**config.mk**
```make
export PLATFORM = sky130hd
export DESIGN_NAME = tec_timer
export DESIGN_NICKNAME = d
export VERILOG_FILES = /design/src/pkg/tec_pkg.sv /design/src/verilog/tec_timer.sv
export SDC_FILE = /design/constraint.sdc
export NUM_CORES = 1
export LEC_CHECK = 0
export ABC_AREA = 1
export ABC_CLOCK_PERIOD_IN_PS = 2000
export BUFFER_PORTS_ARGS = -buffer_cell sky130_fd_sc_hd__buf_2
export CAP_MARGIN = 25
export CORE_ASPECT_RATIO = 0.7
export CORE_MARGIN = 10
export CORE_UTILIZATION = 50
export CTS_CLUSTER_SIZE = 24
export DETAILED_ROUTE_END_ITERATION = 8
export MAX_ROUTING_LAYER = met4
export PLACE_DENSITY = 0.71
export SLEW_MARGIN = 10
export SYNTH_ARGS = -nofsm -noshare
export SYNTH_HDL_FRONTEND = slang
export SYNTH_SLANG_ARGS = --single-unit
export TNS_END_PERCENT = 30
```
**constraint.sdc**
```tcl
create_clock -name pclk -period 2 [get_ports pclk]
set_clock_uncertainty 0.2 [all_clocks]
set_input_delay 0.2 -clock pclk [delete_from_list [all_inputs] [get_ports pclk]]
set_output_delay 0.2 -clock pclk [all_outputs]
set_load 0.02 [all_outputs]
```
**src/pkg/tec_pkg.sv**
```systemverilog
// Purpose: Shared constants for the 16-bit timer/event counter block.
// Assumes: APB slave with 32-bit data and 8-bit byte addresses.
// Notes:   Register fields sit in the low bits; unused bits read zero.
package tec_pkg;

	// Byte offsets of the registers on the APB.
	localparam logic [7:0] OFS_COUNT   = 8'h00;
	localparam logic [7:0] OFS_CMP1    = 8'h04;
	localparam logic [7:0] OFS_CMP2    = 8'h08;
	localparam logic [7:0] OFS_MODE    = 8'h0C;
	localparam logic [7:0] OFS_CCCTL   = 8'h10;
	localparam logic [7:0] OFS_OUTCTL  = 8'h14;
	localparam logic [7:0] OFS_PRESC   = 8'h18;

	// Field positions in timer_mode_reg.
	localparam int MODE_OVF     = 0;
	localparam int MODE_EDGE_TG = 1;
	localparam int MODE_OP_LO   = 2;
	localparam int MODE_OP_HI   = 3;

	// Field positions in capcmp_control_reg.
	localparam int CC_FIRST_CAP  = 0;
	localparam int CC_FIRST_SRC  = 1;
	localparam int CC_SECOND_CAP = 2;

	// Field positions in output_control_reg.
	localparam int OC_OUT_EN     = 0;
	localparam int OC_OS_EN      = 5;
	localparam int OC_OS_TRIG    = 6;

	// Field positions in prescaler_mode_reg.
	localparam int PR_CLK_LO   = 0;
	localparam int PR_FIRST_LO = 4;
	localparam int PR_SECOND_LO = 6;

	// Reset values and the top count.
	localparam logic [15:0] RST_WORD16 = 16'h0000;
	localparam logic [3:0]  RST_MODE   = 4'h0;
	localparam logic [2:0]  RST_CCCTL  = 3'h0;
	localparam logic [5:0]  RST_OUTCTL = 6'h00;
	localparam logic [7:0]  RST_PRESC  = 8'h00;
	localparam logic [15:0] COUNT_TOP  = 16'hFFFF;

	// Operating modes held in the two mode bits.
	localparam logic [1:0] OP_STOP       = 2'b00;
	localparam logic [1:0] OP_FREE       = 2'b01;
	localparam logic [1:0] OP_EDGE_CLEAR = 2'b10;
	localparam logic [1:0] OP_MATCH_CLEAR = 2'b11;

	// Edge select codes.
	localparam logic [1:0] EDGE_FALL = 2'b00;
	localparam logic [1:0] EDGE_RISE = 2'b01;
	localparam logic [1:0] EDGE_BOTH = 2'b11;

	// Count clock sources and prescaler ratios.
	localparam logic [1:0] CLK_DIV1  = 2'b00;
	localparam logic [1:0] CLK_DIV4  = 2'b01;
	localparam logic [1:0] CLK_DIV16 = 2'b10;
	localparam logic [1:0] CLK_EDGE  = 2'b11;
	localparam logic [3:0] DIV4_LAST  = 4'h3;
	localparam logic [3:0] DIV16_LAST = 4'hF;

endpackage

```
**src/verilog/tec_timer.sv**
```systemverilog
// Purpose: 16-bit timer/event counter with two capture/compare registers.
// Assumes: pclk is the peripheral clock; edge inputs are asynchronous pins.
// Notes:   Count ticks are strobes on pclk; APB answers with one wait state.
`timescale 1ns/1ps
`default_nettype none

module tec_timer (
	input  wire logic        pclk,
	input  wire logic        presetn,
	input  wire logic        psel,
	input  wire logic        penable,
	input  wire logic        pwrite,
	input  wire logic [7:0]  paddr,
	input  wire logic [31:0] pwdata,
	output logic             pready,
	output logic      [31:0] prdata,
	output logic             pslverr,
	input  wire logic        edge_input_first,
	input  wire logic        edge_input_second,
	output logic             timer_wave_out,
	output logic             timer_wave_oe,
	output logic             match_irq_first,
	output logic             match_irq_second
);

	////////////////////////////////////////////////////////////////////////
	// State.

	typedef struct packed {
		logic [1:0]  in1_sync;
		logic        in1_prev;
		logic [1:0]  in2_sync;
		logic        in2_prev;
		logic [15:0] count;
		logic [15:0] cmp1;
		logic [15:0] cmp2;
		logic [3:0]  mode;
		logic [2:0]  ccctl;
		logic [5:0]  outctl;
		logic [7:0]  presc;
		logic [3:0]  div;
		logic        tick_pend;
		logic        cap1_pend;
		logic        cap2_pend;
		logic        wave;
		logic        irq1;
		logic        irq2;
		logic        pready;
		logic [31:0] rdata;
		logic        slverr;
	} tec_state_type;

	tec_state_type state_reg;
	tec_state_type state_next;

	// True when the given edge code accepts the observed edge.
	function automatic logic edge_ok(input logic [1:0] code,
		input logic rise, input logic fall);
		edge_ok = 1'b0;
		unique case (code)
			tec_pkg::EDGE_FALL: edge_ok = fall;
			tec_pkg::EDGE_RISE: edge_ok = rise;
			tec_pkg::EDGE_BOTH: edge_ok = rise | fall;
			default:            edge_ok = 1'b0;
		endcase
	endfunction

	// True when the address names a mapped register.
	function automatic logic mapped(input logic [7:0] a);
		mapped = (a == tec_pkg::OFS_COUNT) || (a == tec_pkg::OFS_CMP1) ||
			(a == tec_pkg::OFS_CMP2) || (a == tec_pkg::OFS_MODE) ||
			(a == tec_pkg::OFS_CCCTL) || (a == tec_pkg::OFS_OUTCTL) ||
			(a == tec_pkg::OFS_PRESC);
	endfunction

	////////////////////////////////////////////////////////////////////////
	// Decoded terms shared by the next-state logic and the checks.

	logic       rise1;
	logic       fall1;
	logic       rise2;
	logic       fall2;
	logic [1:0] op;
	logic       running;
	logic       ev1;
	logic       ev2;
	logic       opp1;
	logic       cnt_read;
	logic       wr_done;
	logic       raw_tick;
	logic       tick;
	logic       m1;
	logic       m2;
	logic       cap1;
	logic       cap2;
	logic       os_trig;

	// Edges are taken from the second stage only; the first only feeds the second.
	always_comb begin
		rise1 = state_reg.in1_sync[1] & ~state_reg.in1_prev;
		fall1 = ~state_reg.in1_sync[1] & state_reg.in1_prev;
		rise2 = state_reg.in2_sync[1] & ~state_reg.in2_prev;
		fall2 = ~state_reg.in2_sync[1] & state_reg.in2_prev;
		op = state_reg.mode[tec_pkg::MODE_OP_HI:tec_pkg::MODE_OP_LO];
		running = (op != tec_pkg::OP_STOP);
		ev1 = edge_ok(state_reg.presc[tec_pkg::PR_FIRST_LO +: 2],
			rise1, fall1);
		ev2 = edge_ok(state_reg.presc[tec_pkg::PR_SECOND_LO +: 2],
			rise2, fall2);
		// Opposite phase of the first input; code 11 yields nothing.
		opp1 = edge_ok(state_reg.presc[tec_pkg::PR_FIRST_LO +: 2],
			fall1, rise1) &
			(state_reg.presc[tec_pkg::PR_FIRST_LO +: 2] !=
			tec_pkg::EDGE_BOTH);
		cnt_read = psel & penable & ~state_reg.pready & ~pwrite &
			(paddr == tec_pkg::OFS_COUNT);
		wr_done = psel & penable & state_reg.pready & pwrite;
	end

	// Count tick source; a tick that meets a counter read waits a cycle.
	always_comb begin
		unique case (state_reg.presc[tec_pkg::PR_CLK_LO +: 2])
			tec_pkg::CLK_DIV1:  raw_tick = 1'b1;
			tec_pkg::CLK_DIV4:  raw_tick =
				(state_reg.div[1:0] == tec_pkg::DIV4_LAST[1:0]);
			tec_pkg::CLK_DIV16: raw_tick =
				(state_reg.div == tec_pkg::DIV16_LAST);
			tec_pkg::CLK_EDGE:  raw_tick = ev1;
		endcase
		tick = running & (raw_tick | state_reg.tick_pend) &
			~cnt_read;
		m1 = ~state_reg.ccctl[tec_pkg::CC_FIRST_CAP] &
			(state_reg.count == state_reg.cmp1);
		m2 = ~state_reg.ccctl[tec_pkg::CC_SECOND_CAP] &
			(state_reg.count == state_reg.cmp2);
		// Capture triggers; a counter read plays no part here.
		cap1 = running & state_reg.ccctl[tec_pkg::CC_FIRST_CAP] &
			(state_reg.ccctl[tec_pkg::CC_FIRST_SRC] ? opp1 : ev2);
		cap2 = running & state_reg.ccctl[tec_pkg::CC_SECOND_CAP] &
			ev1;
		os_trig = wr_done & (paddr == tec_pkg::OFS_OUTCTL) &
			pwdata[tec_pkg::OC_OS_TRIG] & state_reg.outctl[tec_pkg::OC_OS_EN];
	end

	////////////////////////////////////////////////////////////////////////
	// Next state.

	// Registers are written at the completing APB edge; captures land
	// afterwards so they override a coincident write.
	always_comb begin
		state_next = state_reg;
		state_next.in1_sync = {state_reg.in1_sync[0], edge_input_first};
		state_next.in1_prev = state_reg.in1_sync[1];
		state_next.in2_sync = {state_reg.in2_sync[0], edge_input_second};
		state_next.in2_prev = state_reg.in2_sync[1];
		state_next.div = state_reg.div + 4'h1;
		state_next.tick_pend = running &
			(raw_tick | state_reg.tick_pend) & cnt_read;

		// Register writes; the counter itself ignores writes.
		if (wr_done) begin
			unique case (paddr)
				tec_pkg::OFS_CMP1: state_next.cmp1 = pwdata[15:0];
				tec_pkg::OFS_CMP2: state_next.cmp2 = pwdata[15:0];
				tec_pkg::OFS_MODE: begin
					state_next.mode[3:1] = pwdata[3:1];
					state_next.mode[tec_pkg::MODE_OVF] =
						state_reg.mode[tec_pkg::MODE_OVF] &
						pwdata[tec_pkg::MODE_OVF];
				end
				tec_pkg::OFS_CCCTL:  state_next.ccctl = pwdata[2:0];
				tec_pkg::OFS_OUTCTL: state_next.outctl = pwdata[5:0];
				tec_pkg::OFS_PRESC:  state_next.presc = pwdata[7:0];
				default: ;
			endcase
		end

		// Counter: cleared when stopped or on a clearing event.
		if (!running) begin
			state_next.count = tec_pkg::RST_WORD16;
		end else if ((op == tec_pkg::OP_EDGE_CLEAR) && ev1) begin
			state_next.count = tec_pkg::RST_WORD16;
		end else if (os_trig) begin
			state_next.count = tec_pkg::RST_WORD16;
		end else if (tick) begin
			if ((op == tec_pkg::OP_MATCH_CLEAR) && m1) begin
				state_next.count = tec_pkg::RST_WORD16;
			end else begin
				state_next.count = state_reg.count + 16'h0001;
			end
		end

		// Overflow flag; a wrap wins over a clearing write.
		if (tick && (state_reg.count == tec_pkg::COUNT_TOP) &&
			!((op == tec_pkg::OP_MATCH_CLEAR) && m1)) begin
			state_next.mode[tec_pkg::MODE_OVF] = 1'b1;
		end

		// Captures copy the counter and leave it running.
		if (cap1) begin
			state_next.cmp1 = state_reg.count;
		end
		if (cap2) begin
			state_next.cmp2 = state_reg.count;
		end
		state_next.cap1_pend = cap1;
		state_next.cap2_pend = cap2;
		state_next.irq1 = (tick & m1) | state_reg.cap1_pend;
		state_next.irq2 = (tick & m2) | state_reg.cap2_pend;

		// Wave output toggles on matches, optionally on first-input edges.
		if (!running) begin
			state_next.wave = 1'b0;
		end else if ((tick & (m1 | m2)) |
			(state_reg.mode[tec_pkg::MODE_EDGE_TG] & ev1)) begin
			state_next.wave = ~state_reg.wave;
		end

		// APB: one wait state, read data sampled in the first access cycle.
		state_next.pready = psel & penable & ~state_reg.pready;
		state_next.slverr = psel & penable & ~state_reg.pready &
			~mapped(paddr);
		state_next.rdata = 32'h0000_0000;
		if (psel && penable && !state_reg.pready && !pwrite) begin
			unique case (paddr)
				tec_pkg::OFS_COUNT:  state_next.rdata[15:0] = state_reg.count;
				tec_pkg::OFS_CMP1:   state_next.rdata[15:0] = state_reg.cmp1;
				tec_pkg::OFS_CMP2:   state_next.rdata[15:0] = state_reg.cmp2;
				tec_pkg::OFS_MODE:   state_next.rdata[3:0] = state_reg.mode;
				tec_pkg::OFS_CCCTL:  state_next.rdata[2:0] = state_reg.ccctl;
				tec_pkg::OFS_OUTCTL: state_next.rdata[5:0] = state_reg.outctl;
				tec_pkg::OFS_PRESC:  state_next.rdata[7:0] = state_reg.presc;
				default: ;
			endcase
		end
	end

	////////////////////////////////////////////////////////////////////////
	// State register.

	// All fields take constants under reset.
	always_ff @(posedge pclk or negedge presetn) begin
		if (!presetn) begin
			state_reg.in1_sync  <= 2'b00;
			state_reg.in1_prev  <= 1'b0;
			state_reg.in2_sync  <= 2'b00;
			state_reg.in2_prev  <= 1'b0;
			state_reg.count     <= tec_pkg::RST_WORD16;
			state_reg.cmp1      <= tec_pkg::RST_WORD16;
			state_reg.cmp2      <= tec_pkg::RST_WORD16;
			state_reg.mode      <= tec_pkg::RST_MODE;
			state_reg.ccctl     <= tec_pkg::RST_CCCTL;
			state_reg.outctl    <= tec_pkg::RST_OUTCTL;
			state_reg.presc     <= tec_pkg::RST_PRESC;
			state_reg.div       <= 4'h0;
			state_reg.tick_pend <= 1'b0;
			state_reg.cap1_pend <= 1'b0;
			state_reg.cap2_pend <= 1'b0;
			state_reg.wave      <= 1'b0;
			state_reg.irq1      <= 1'b0;
			state_reg.irq2      <= 1'b0;
			state_reg.pready    <= 1'b0;
			state_reg.rdata     <= 32'h0000_0000;
			state_reg.slverr    <= 1'b0;
		end else begin
			state_reg <= state_next;
		end
	end

	// Outputs come straight from the state register.
	assign pready           = state_reg.pready;
	assign prdata           = state_reg.rdata;
	assign pslverr          = state_reg.slverr;
	assign timer_wave_out   = state_reg.wave;
	assign timer_wave_oe    = state_reg.outctl[tec_pkg::OC_OUT_EN];
	assign match_irq_first  = state_reg.irq1;
	assign match_irq_second = state_reg.irq2;
endmodule

`default_nettype wire

```
After elaboration in Yosys (flattened, before gate mapping)
Index checks and enable logic that the tools add are counted.
{"block": "word_totals", "register_bits": 103, "input_bits": 47, "output_inout_bits": 38, "word_cells": 156}
{"block": "classes", "addsub": 2, "eq_ne": 23, "muxes": 28, "bitwise_logic": 47, "reduce_logical": 34}
{"operator": "2-to-1 mux 16 bit", "n": 10}
{"operator": "2-to-1 mux 53 bit", "n": 1}
{"operator": "equality test 16 bit", "n": 2}
{"operator": "AND 1 bit", "n": 29}
{"operator": "equality test 8 x 5 -> 1 bit (second input constant)", "n": 3}
{"operator": "one-hot mux 8 bit (3 select lines)", "n": 1}
{"operator": "one-hot mux 3 bit (7 select lines)", "n": 1}
{"operator": "adder 16 x 1 -> 16 bit (second input constant)", "n": 1}
{"operator": "equality test 16 bit (second input constant)", "n": 1}
{"operator": "equality test 8 x 4 -> 1 bit (second input constant)", "n": 2}
{"operator": "equality test 2 bit (second input constant)", "n": 7}
{"operator": "AND reduction 2 bit", "n": 7}
{"operator": "nonzero test 2 bit", "n": 7}
{"operator": "NOT 1 bit", "n": 11}
{"operator": "one-hot mux 2 bit (5 select lines)", "n": 1}
{"operator": "one-hot mux 1 bit (3 select lines)", "n": 3}
{"operator": "equality test 8 x 3 -> 1 bit (second input constant)", "n": 1}
{"operator": "zero test 8 bit", "n": 1}
{"operator": "2-to-1 mux 8 bit", "n": 1}
{"operator": "one-hot mux 2 bit (4 select lines)", "n": 1}
{"operator": "logical AND 1 bit", "n": 7}
{"operator": "OR 1 bit", "n": 7}
{"operator": "equality test 2 x 1 -> 1 bit (second input constant)", "n": 3}
{"operator": "zero test 2 bit", "n": 3}
{"operator": "13 further kinds", "n": 23}

Longest topological paths before layout
Gate-level depths: netlist of the first run.
{"block": "logic_depth", "ltp_word": 12, "ltp_mapped": 14}

Worst setup path before layout of the first run
No wires, ideal clock.
{"block": "synth_path", "path_type": "flip-flop to flip-flop", "start": "register state_reg, in the netlist state_next[116]", "end": "register state_reg[108] (netlist bit)", "setup_ns": 0.119, "arrival_ns": 1.522, "required_time_ns": 1.681, "slack_ns": 0.159, "stages_incl_launch_ff": 12, "synth_period_minus_slack_ns": 1.841, "path_cell_list": "dfrtp_1 ha_1 inv_1 nand3_1 nand3_1 nand2_1 nand3_1 nand3_4 nand2_4 buf_4 a21oi_1 nor2_1"}
{"block": "synth_via", "elab_chain_len": 9}
{"item": "start, declared", "line": "tec_timer.sv:53", "source": "tec_state_type state_reg;"}
{"item": "start signal, assigned", "line": "tec_timer.sv:266", "source": "state_reg <= state_next;"}
{"item": "NOT 1 bit", "line": "tec_timer.sv:101", "source": "fall1 = ~state_reg.in1_sync[1] & state_reg.in1_prev;"}
{"item": "AND 1 bit", "line": "tec_timer.sv:101"}
{"item": "OR 1 bit", "line": "tec_timer.sv:63", "source": "tec_pkg::EDGE_BOTH: edge_ok = rise | fall;"}
{"item": "one-hot mux 1 bit (3 select lines) (*)", "line": "tec_timer.sv:60", "source": "unique case (code)"}
{"item": "one-hot mux 1 bit (4 select lines)", "line": "tec_timer.sv:122", "source": "unique case (state_reg.presc[tec_pkg::PR_CLK_LO +: 2])"}
{"item": "OR 1 bit", "line": "tec_timer.sv:130", "source": "tick = running & (raw_tick | state_reg.tick_pend) &"}
{"item": "AND 1 bit (2 in a row)", "line": "tec_timer.sv:130"}
{"item": "!= test 4 x 1 -> 1 bit (no line)"}
Every way passes the cells marked *; elsewhere a longest branch is shown, timed or not.
A chain may end at the register's enable or synchronous reset.

Final worst setup path of the first run
{"block": "layout_path", "start": "register state_reg[97] (netlist bit)", "end": "register state_reg[110] (netlist bit)"}
{"block": "layout_via", "elab_chain_len": 8}
{"item": "branches (longest 3 deep; another with adder 16 x 1 -> 16 bit)"}
{"item": "2-to-1 mux 16 bit (*)", "line": "tec_timer.sv:186", "source": "if ((op == tec_pkg::OP_MATCH_CLEAR) && m1) begin"}
{"item": "2-to-1 mux 16 bit (*)", "line": "tec_timer.sv:185", "source": "end else if (tick) begin"}
{"item": "2-to-1 mux 16 bit (*)", "line": "tec_timer.sv:183", "source": "end else if (os_trig) begin"}
{"item": "2-to-1 mux 16 bit (*)", "line": "tec_timer.sv:181", "source": "end else if ((op == tec_pkg::OP_EDGE_CLEAR) && ev1) begin"}
{"item": "2-to-1 mux 16 bit (*)", "line": "tec_timer.sv:179", "source": "if (!running) begin"}
Every way passes the cells marked *. The select of a mux whose other input is x is not followed.

==> flow_summary.json, run 1 <==
{
  "status": "complete, but fails checks",
  "failed_checks": "hold timing, setup timing",
  "p_leak_nw": 3.77,
  "synthFlopType": "dfrtp_1",
  "wl_met3_um": 2200,
  "coreArea_um2": 11600,
  "post-route-drc-count": 0,
  "wl_met2_um": 7690,
  "powerDensity_nw_per_um2": 565,
  "fin_total_pwr_w": 0.00413,
  "die_x_um": 150,
  "crit_path_start_kind": "flip-flop",
  "gp_congestion": 0.992,
  "antenna_left": 0,
  "cts_tree": "done",
  "clkSinkCount": 103,
  "dieArea_um2": 16700,
  "cp_max_fo": 7,
  "area_growth_pct": 23.3,
  "synth_cell_type_count": 44,
  "num_vias": 5683,
  "initial_core_util": 0.510,
  "syn_avg_cell_area_um2": 7.60,
  "viasPerCell": 5.47,
  "std_cell_rows": 33,
  "ys.warnings.count": 0,
  "cts_root_buffer": "clkbuf_16",
  "critPathCaptureType": "flip-flop",
  "synth_edf_count": 0,
  "hpwl_um": 13200,
  "die_h_um": 111,
  "grt_pass1_wl_um": 27900,
  "wl_met1_um": 8420,
  "rsz0062_at_grt": "true",
  "final_common_cell": "nand2_1",
  "cp.required_ns": 2.08,
  "min_period_ns": 2.06,
  "grt_max_degree": 36,
  "antennaDiodeCount": 0,
  "final_hold_viol_count": 2,
  "syn_area_um2": 5930,
  "grt_antenna_before_repair": 0,
  "grt_usage": 0.217,
  "largest_register_ff_count": 75,
  "irDropWorstVdd_mv": 0.388,
  "max_cap_violations": 0,
  "min_path_type": "in2reg",
  "fill_cells": 976,
  "drive_above_1_share": 0.233,
  "crit_type": "reg2reg",
  "gr-total-overflow": 0,
  "setup_viol": 6,
  "io_buffers": 52,
  "clk_latency_ns": 0.35,
  "timing.final.ws_setup_ns": -0.0581,
  "highest_layer": "met4",
  "maxSlewViolCount": 0,
  "drtIter0Drc": 714,
  "fin_hold_ws_ns": -0.00513,
  "finalNetCount": 929,
  "finalCritPeriodShare": 1.03,
  "htreeDepth": 3,
  "cp.arrival_ns": 2.14,
  "synthArstFlopShare": 1.00,
  "wl_per_cell_um": 18.0,
  "ys_ff_latch": 103,
  "pre_cts_ws_ns": -0.140,
  "mostFrequentLayoutCells": "nand2_1, inv_1, dfrtp_1, nor2_1, buf_2",
  "clk_pin_slew_ns": 0.07,
  "ys_seq_area_frac": 0.434,
  "postRouteWirelength_um": 18700,
  "first_pass_iters": 5,
  "clock_path_buffers": 2,
  "cts_buffers": 9,
  "ios": 85,
  "max_freq_mhz": 486,
  "grt_pass1_vias": 5228,
  "netlist_instances": 781
}
path summary, 6_finish.rpt:
| path | from | end | slack [ns] | cells past startpoint |
|---|---|---|---|---|
| min in group asynchronous | presetn | state_next[118] | 0.16 | 2 |
| min reg2reg | state_next[118] | state_next[116] | 0.15 | 0 |
| max | state_reg[97] | state_reg[110] | -0.06 | 10 |
| max reg2reg | state_reg[97] | state_reg[110] | -0.06 | 10 |
| min | pwdata[4] | state_reg[48] | -0.005 | 3 |
| max in group asynchronous | presetn | state_reg[111] | 0.83 | 3 |
what timing repair did:
item	4_1_cts	5_1_grt
hold buffers	15	0
resized for setup	12	57
pin swaps	6	8
cloned	0	6
buffers inserted	3	3
endpoints found under the setup margin	32	57
hold endpoints to repair	44	0
per-layer routing:
metal,track usage,up-vias
met4,0.0549,0
met3,0.0546,38
li1,-,2631
met1,0.313,2679
met2,0.294,335
met5,-,-
kinds of logic after synthesis:
logic type / synth area share
AO/OA/AOI/OAI: 0.145
XOR/XNOR: 0.00886
adder cells (fa/ha/maj): 0.0126
buffers and inverters: 0.149
flip-flops: 0.434
other: 0.000632
AND/OR/NAND/NOR: 0.250
worst max-delay path, stage by stage (launching register included):
cell and delay [ns]:
dfrtp_1 0.48, inv_2 0.10, nor3_2 0.24, nand2_2 0.11, nor2_4 0.14, nand4_1 0.16
nor2_1 0.25, nand2_4 0.07, nand2_2 0.07, nand2_2 0.05, nor2_1 0.11
synth_stat cells (2+ instances only):
| cell | number | area [um2] |
|---|---|---|
| xnor2_1 | 6 | 52.6 |
| buf_4 | 34 | 255 |
| nor3_1 | 4 | 20.0 |
| o21ai_0 | 52 | 260 |
| nand2_1 | 198 | 743 |
| inv_1 | 124 | 465 |
| clkbuf_1 | 5 | 18.8 |
| buf_2 | 13 | 65.1 |
| nand3_4 | 2 | 35.0 |
| o22ai_1 | 12 | 75.1 |
| o211ai_1 | 17 | 128 |
| o221ai_1 | 16 | 140 |
| nand4_1 | 6 | 37.5 |
| a211oi_1 | 2 | 15.0 |
| nand3_1 | 36 | 180 |
| dfrtp_1 | 103 | 2580 |
| nor2_1 | 64 | 240 |
| buf_6 | 3 | 33.8 |
| nor3_4 | 2 | 32.5 |
| o21ai_1 | 8 | 40.0 |
| nand2_4 | 3 | 33.8 |
| clkbuf_2 | 2 | 10.0 |
| ha_1 | 6 | 75.1 |
| nand2_2 | 6 | 37.5 |
| a21oi_1 | 26 | 130 |
| inv_2 | 8 | 30.0 |
| o21bai_1 | 2 | 15.0 |
| nand3_2 | 2 | 20.0 |
| nor2_4 | 4 | 45.0 |
stage by stage:
stage | cell area (um2) | utilization | setup TNS [ns] | std cells
CTS | 7020 | 0.603 | -0.0975 | 1029
finish | 7320 | 0.629 | -0.135 | 1038
floorplan | 5990 | - | 0 | 796
global placement | 6490 | 0.558 | -0.183 | 995
detailed placement | 6490 | 0.558 | -1.87 | 995
global route | 7320 | 0.629 | -2.32 | 1038
layout make-up:
cell class	count	area [um2]	share of cell area
clock inverter	6	60.1	0.00821
sequential	103	2590	0.354
timing repair buffer	126	1030	0.141
tap	157	196	0.0268
multi-input combinational	503	2700	0.369
clock buffer	10	239	0.0326
inverter	133	504	0.0689
where the power goes:
part / leakage (nW) / internal, W / switching [W]
combinational: 2.30 / 0.0000849 / 0.000165
sequential: 1.32 / 0.00210 / 0.0000104
clock: 0.144 / 0.000998 / 0.000781
total: 3.77 / 0.00318 / 0.000957
Power figures use the tool's default switching activity.
==> run 2, diff against run 1 <==
--- a/config.mk
+++ b/config.mk
@@ -5,13 +5,13 @@
 export SDC_FILE = /design/constraint.sdc
 export NUM_CORES = 1
 export LEC_CHECK = 0
-export ABC_AREA = 1
 export ABC_CLOCK_PERIOD_IN_PS = 2000
 export BUFFER_PORTS_ARGS = -buffer_cell sky130_fd_sc_hd__buf_2
 export CAP_MARGIN = 25
 export CORE_ASPECT_RATIO = 0.7
 export CORE_MARGIN = 10
 export CORE_UTILIZATION = 50
+export CTS_BUF_LIST = sky130_fd_sc_hd__clkbuf_8
 export CTS_CLUSTER_SIZE = 24
 export DETAILED_ROUTE_END_ITERATION = 8
 export MAX_ROUTING_LAYER = met4
==> flow_summary.json, run 2 <==
{
  "yosysMostFrequentCell": "dfrtp_1",
  "max_cap_violations": 0,
  "p_sw_w": 0.000925,
  "clk_latency_ns": 0.38,
  "status": "complete, but fails checks",
  "largest_register_ff_count": 75,
  "irDropWorstVdd_mv": 0.343,
  "clock_path_buffers": 2,
  "rsz0062_at_grt": "true",
  "synthTopCellsByArea": "dfrtp_1, mux2i_1, buf_4",
  "num_vias": 4923,
  "min_path_type": "in2reg",
  "synthFlopType": "dfrtp_1",
  "final_common_cell": "dfrtp_1",
  "fin_total_pwr_w": 0.00374,
  "final_hold_viol_count": 0,
  "grt_max_degree": 37,
  "synth_area_leader_cell": "dfrtp_1",
  "grt_pass1_vias": 5051,
  "clock_power_share": 0.367,
  "grt.busiest_layer": "met2",
  "htreeDepth": 3,
  "min_period_ns": 2.22,
  "synth_edf_count": 0,
  "fin_util": 0.669,
  "syn_avg_cell_area_um2": 10.4,
  "use_met2": 0.348,
  "antenna_left": 0,
  "io_buffers": 52,
  "mostFrequentLayoutCells": "dfrtp_1, buf_4, buf_2, nor2_1, mux2i_1",
  "grt_usage": 0.219,
  "cp_max_fo": 6,
  "internal_power_w": 0.00282,
  "hpwl_um": 12100,
  "fin_area_um2": 7450,
  "seqCellArea_um2": 2590,
  "std_cell_rows": 32,
  "seq_power_share": 0.562,
  "synth_commonest_cells": "dfrtp_1, nor2_1, mux2i_1, nand2_1, buf_4",
  "drive_above_1_share": 0.381,
  "finalCritPeriodShare": 1.11,
  "ys_seq_area_frac": 0.449,
  "maxSlewViolCount": 0,
  "multi_input_area_um2": 3010,
  "slowest_stage": "dfrtp_1",
  "synthArstFlopShare": 1.00,
  "dieArea_um2": 16200,
  "clk_pin_slew_ns": 0.10,
  "ys.warnings.count": 0,
  "die_x_um": 148,
  "powerDensity_nw_per_um2": 502,
  "fill_cells": 851,
  "netlist_instances": 551,
  "crit_family": "compound AO/OA/AOI/OAI gates",
  "viasPerCell": 5.80,
  "clkSinkCount": 103,
  "setup_viol": 20,
  "synth_cell_type_count": 63,
  "cp.required_ns": 2.06,
  "worst_pin_slew_ns": 0.513,
  "postRouteWirelength_um": 17600,
  "ys_ff_latch": 103,
  "first_pass_iters": 6,
  "post-route-drc-count": 0,
  "p_sw_frac": 0.247,
  "finalNetCount": 743,
  "crit_chain": "xnor2_1, nand4_1, nor4_4, a41o_4, nor4_1, a211o_1",
  "area_growth_pct": 29.9,
  "gp_congestion": 0.941,
  "crit_path_start_kind": "flip-flop",
  "cp.arrival_ns": 2.28,
  "drtIter0Drc": 539,
  "cts_buffers": 9,
  "critPathCaptureType": "flip-flop",
  "wl_per_cell_um": 20.7,
  "critical-path-max-stage-delay_ns": 0.45,
  "die_h_um": 110,
  "max_freq_mhz": 451,
  "cts_root_buffer": "clkbuf_8",
  "ios": 85,
  "cts_tree": "done",
  "crit_buf_inv": 0,
  "grt_pass1_wl_um": 27300,
  "synth_top_area_frac": 0.449,
  "syn_area_um2": 5740,
  "coreArea_um2": 11100,
  "combPwrFrac": 0.071,
  "initial_core_util": 0.515,
  "failed_checks": "setup timing",
  "grt_antenna_before_repair": 1,
  "dpl_cell_area_um2": 6580,
  "globalRouteMet3Util": 0.0513,
  "relSlewSlack": 0.658,
  "use_met1": 0.283,
  "timing.final.ws_setup_ns": -0.215,
  "p_leak_nw": 3.48,
  "gr-total-overflow": 0,
  "crit_type": "reg2reg",
  "fin_hold_ws_ns": 0.0630
}
[run 2: logic make-up (layout without fill, tap and decap cells)]
group / after synthesis / count (layout) / synth area share
AO/OA/AOI/OAI: 103 / 104 / 0.129
XOR/XNOR: 44 / 44 / 0.0685
adder cells (fa/ha/maj): 6 / 6 / 0.0131
buffers and inverters: 79 / 207 / 0.0849
flip-flops: 103 / 103 / 0.449
multiplexers: 58 / 58 / 0.106
other: 1 / 17 / 0.000654
AND/OR/NAND/NOR: 157 / 157 / 0.149
[run 2: worst paths after layout]
check | from | to | slack, ns | cells past startpoint
worst min-delay path | psel | prdata[3] | 0.06 | 4
worst min register to register | state_next[115] | state_next[113] | 0.17 | 0
worst max register to register | state_reg[108] | state_reg[102] | -0.22 | 6
worst max-delay path | state_reg[108] | state_reg[102] | -0.22 | 6
max in group asynchronous | presetn | state_reg[102] | 0.87 | 3
min in group asynchronous | presetn | state_reg[60] | 0.14 | 2
[run 2: metrics by stage]
stage	TNS, ns	worst slack [ns]	std cells
3_3_place_gp	-3.76	-0.290	792
5_1_grt	-4.08	-0.286	849
6_report	-2.66	-0.215	849
3_5_place_dp	-4.17	-0.299	792
4_1_cts	-1.35	-0.195	844
2_1_floorplan	0	0.00501	566
[run 2: area by class of cell]
| cell class | instances | area share |
|---|---|---|
| antenna | 1 | 0.000336 |
| clock buffer | 10 | 0.0185 |
| clock inverter | 6 | 0.00924 |
| inverter | 10 | 0.00504 |
| multi-input combinational | 385 | 0.403 |
| sequential | 103 | 0.347 |
| tap | 153 | 0.0257 |
| timing repair buffer | 181 | 0.190 |
[run 2: layer usage]
metal,vias to the layer above,wire length [um]
met5,-,0
met4,0,135
met3,23,1730
met2,262,8350
met1,2441,7340
li1,2197,-
[run 2: tightest hold or removal path, cell delays in order]
cell	delay [ns]
buf_2	0.10
nand2_1	0.09
or3_1	0.16
nor2_1	0.06
[run 2: power by group through the flow]
stage          Sequential (W)  Clock (W)  Combinational [W]
4_1_cts               0.00210    0.00139           0.000258
3_3_place_gp          0.00214          0           0.000214
2_1_floorplan         0.00214          0           0.000103
5_1_grt               0.00210    0.00149           0.000291
6_report              0.00210    0.00137           0.000267
3_5_place_dp          0.00214          0           0.000221
[run 2: repair_timing]
action | 4_1_cts | 5_1_grt
setup buffers | 13 | 4
hold buffers | 22 | 0
endpoints found under the hold margin | 85 | 0
cloned | 1 | 0
resized for setup | 34 | 33
setup endpoints to repair | 20 | 49
pin swaps | 17 | 26
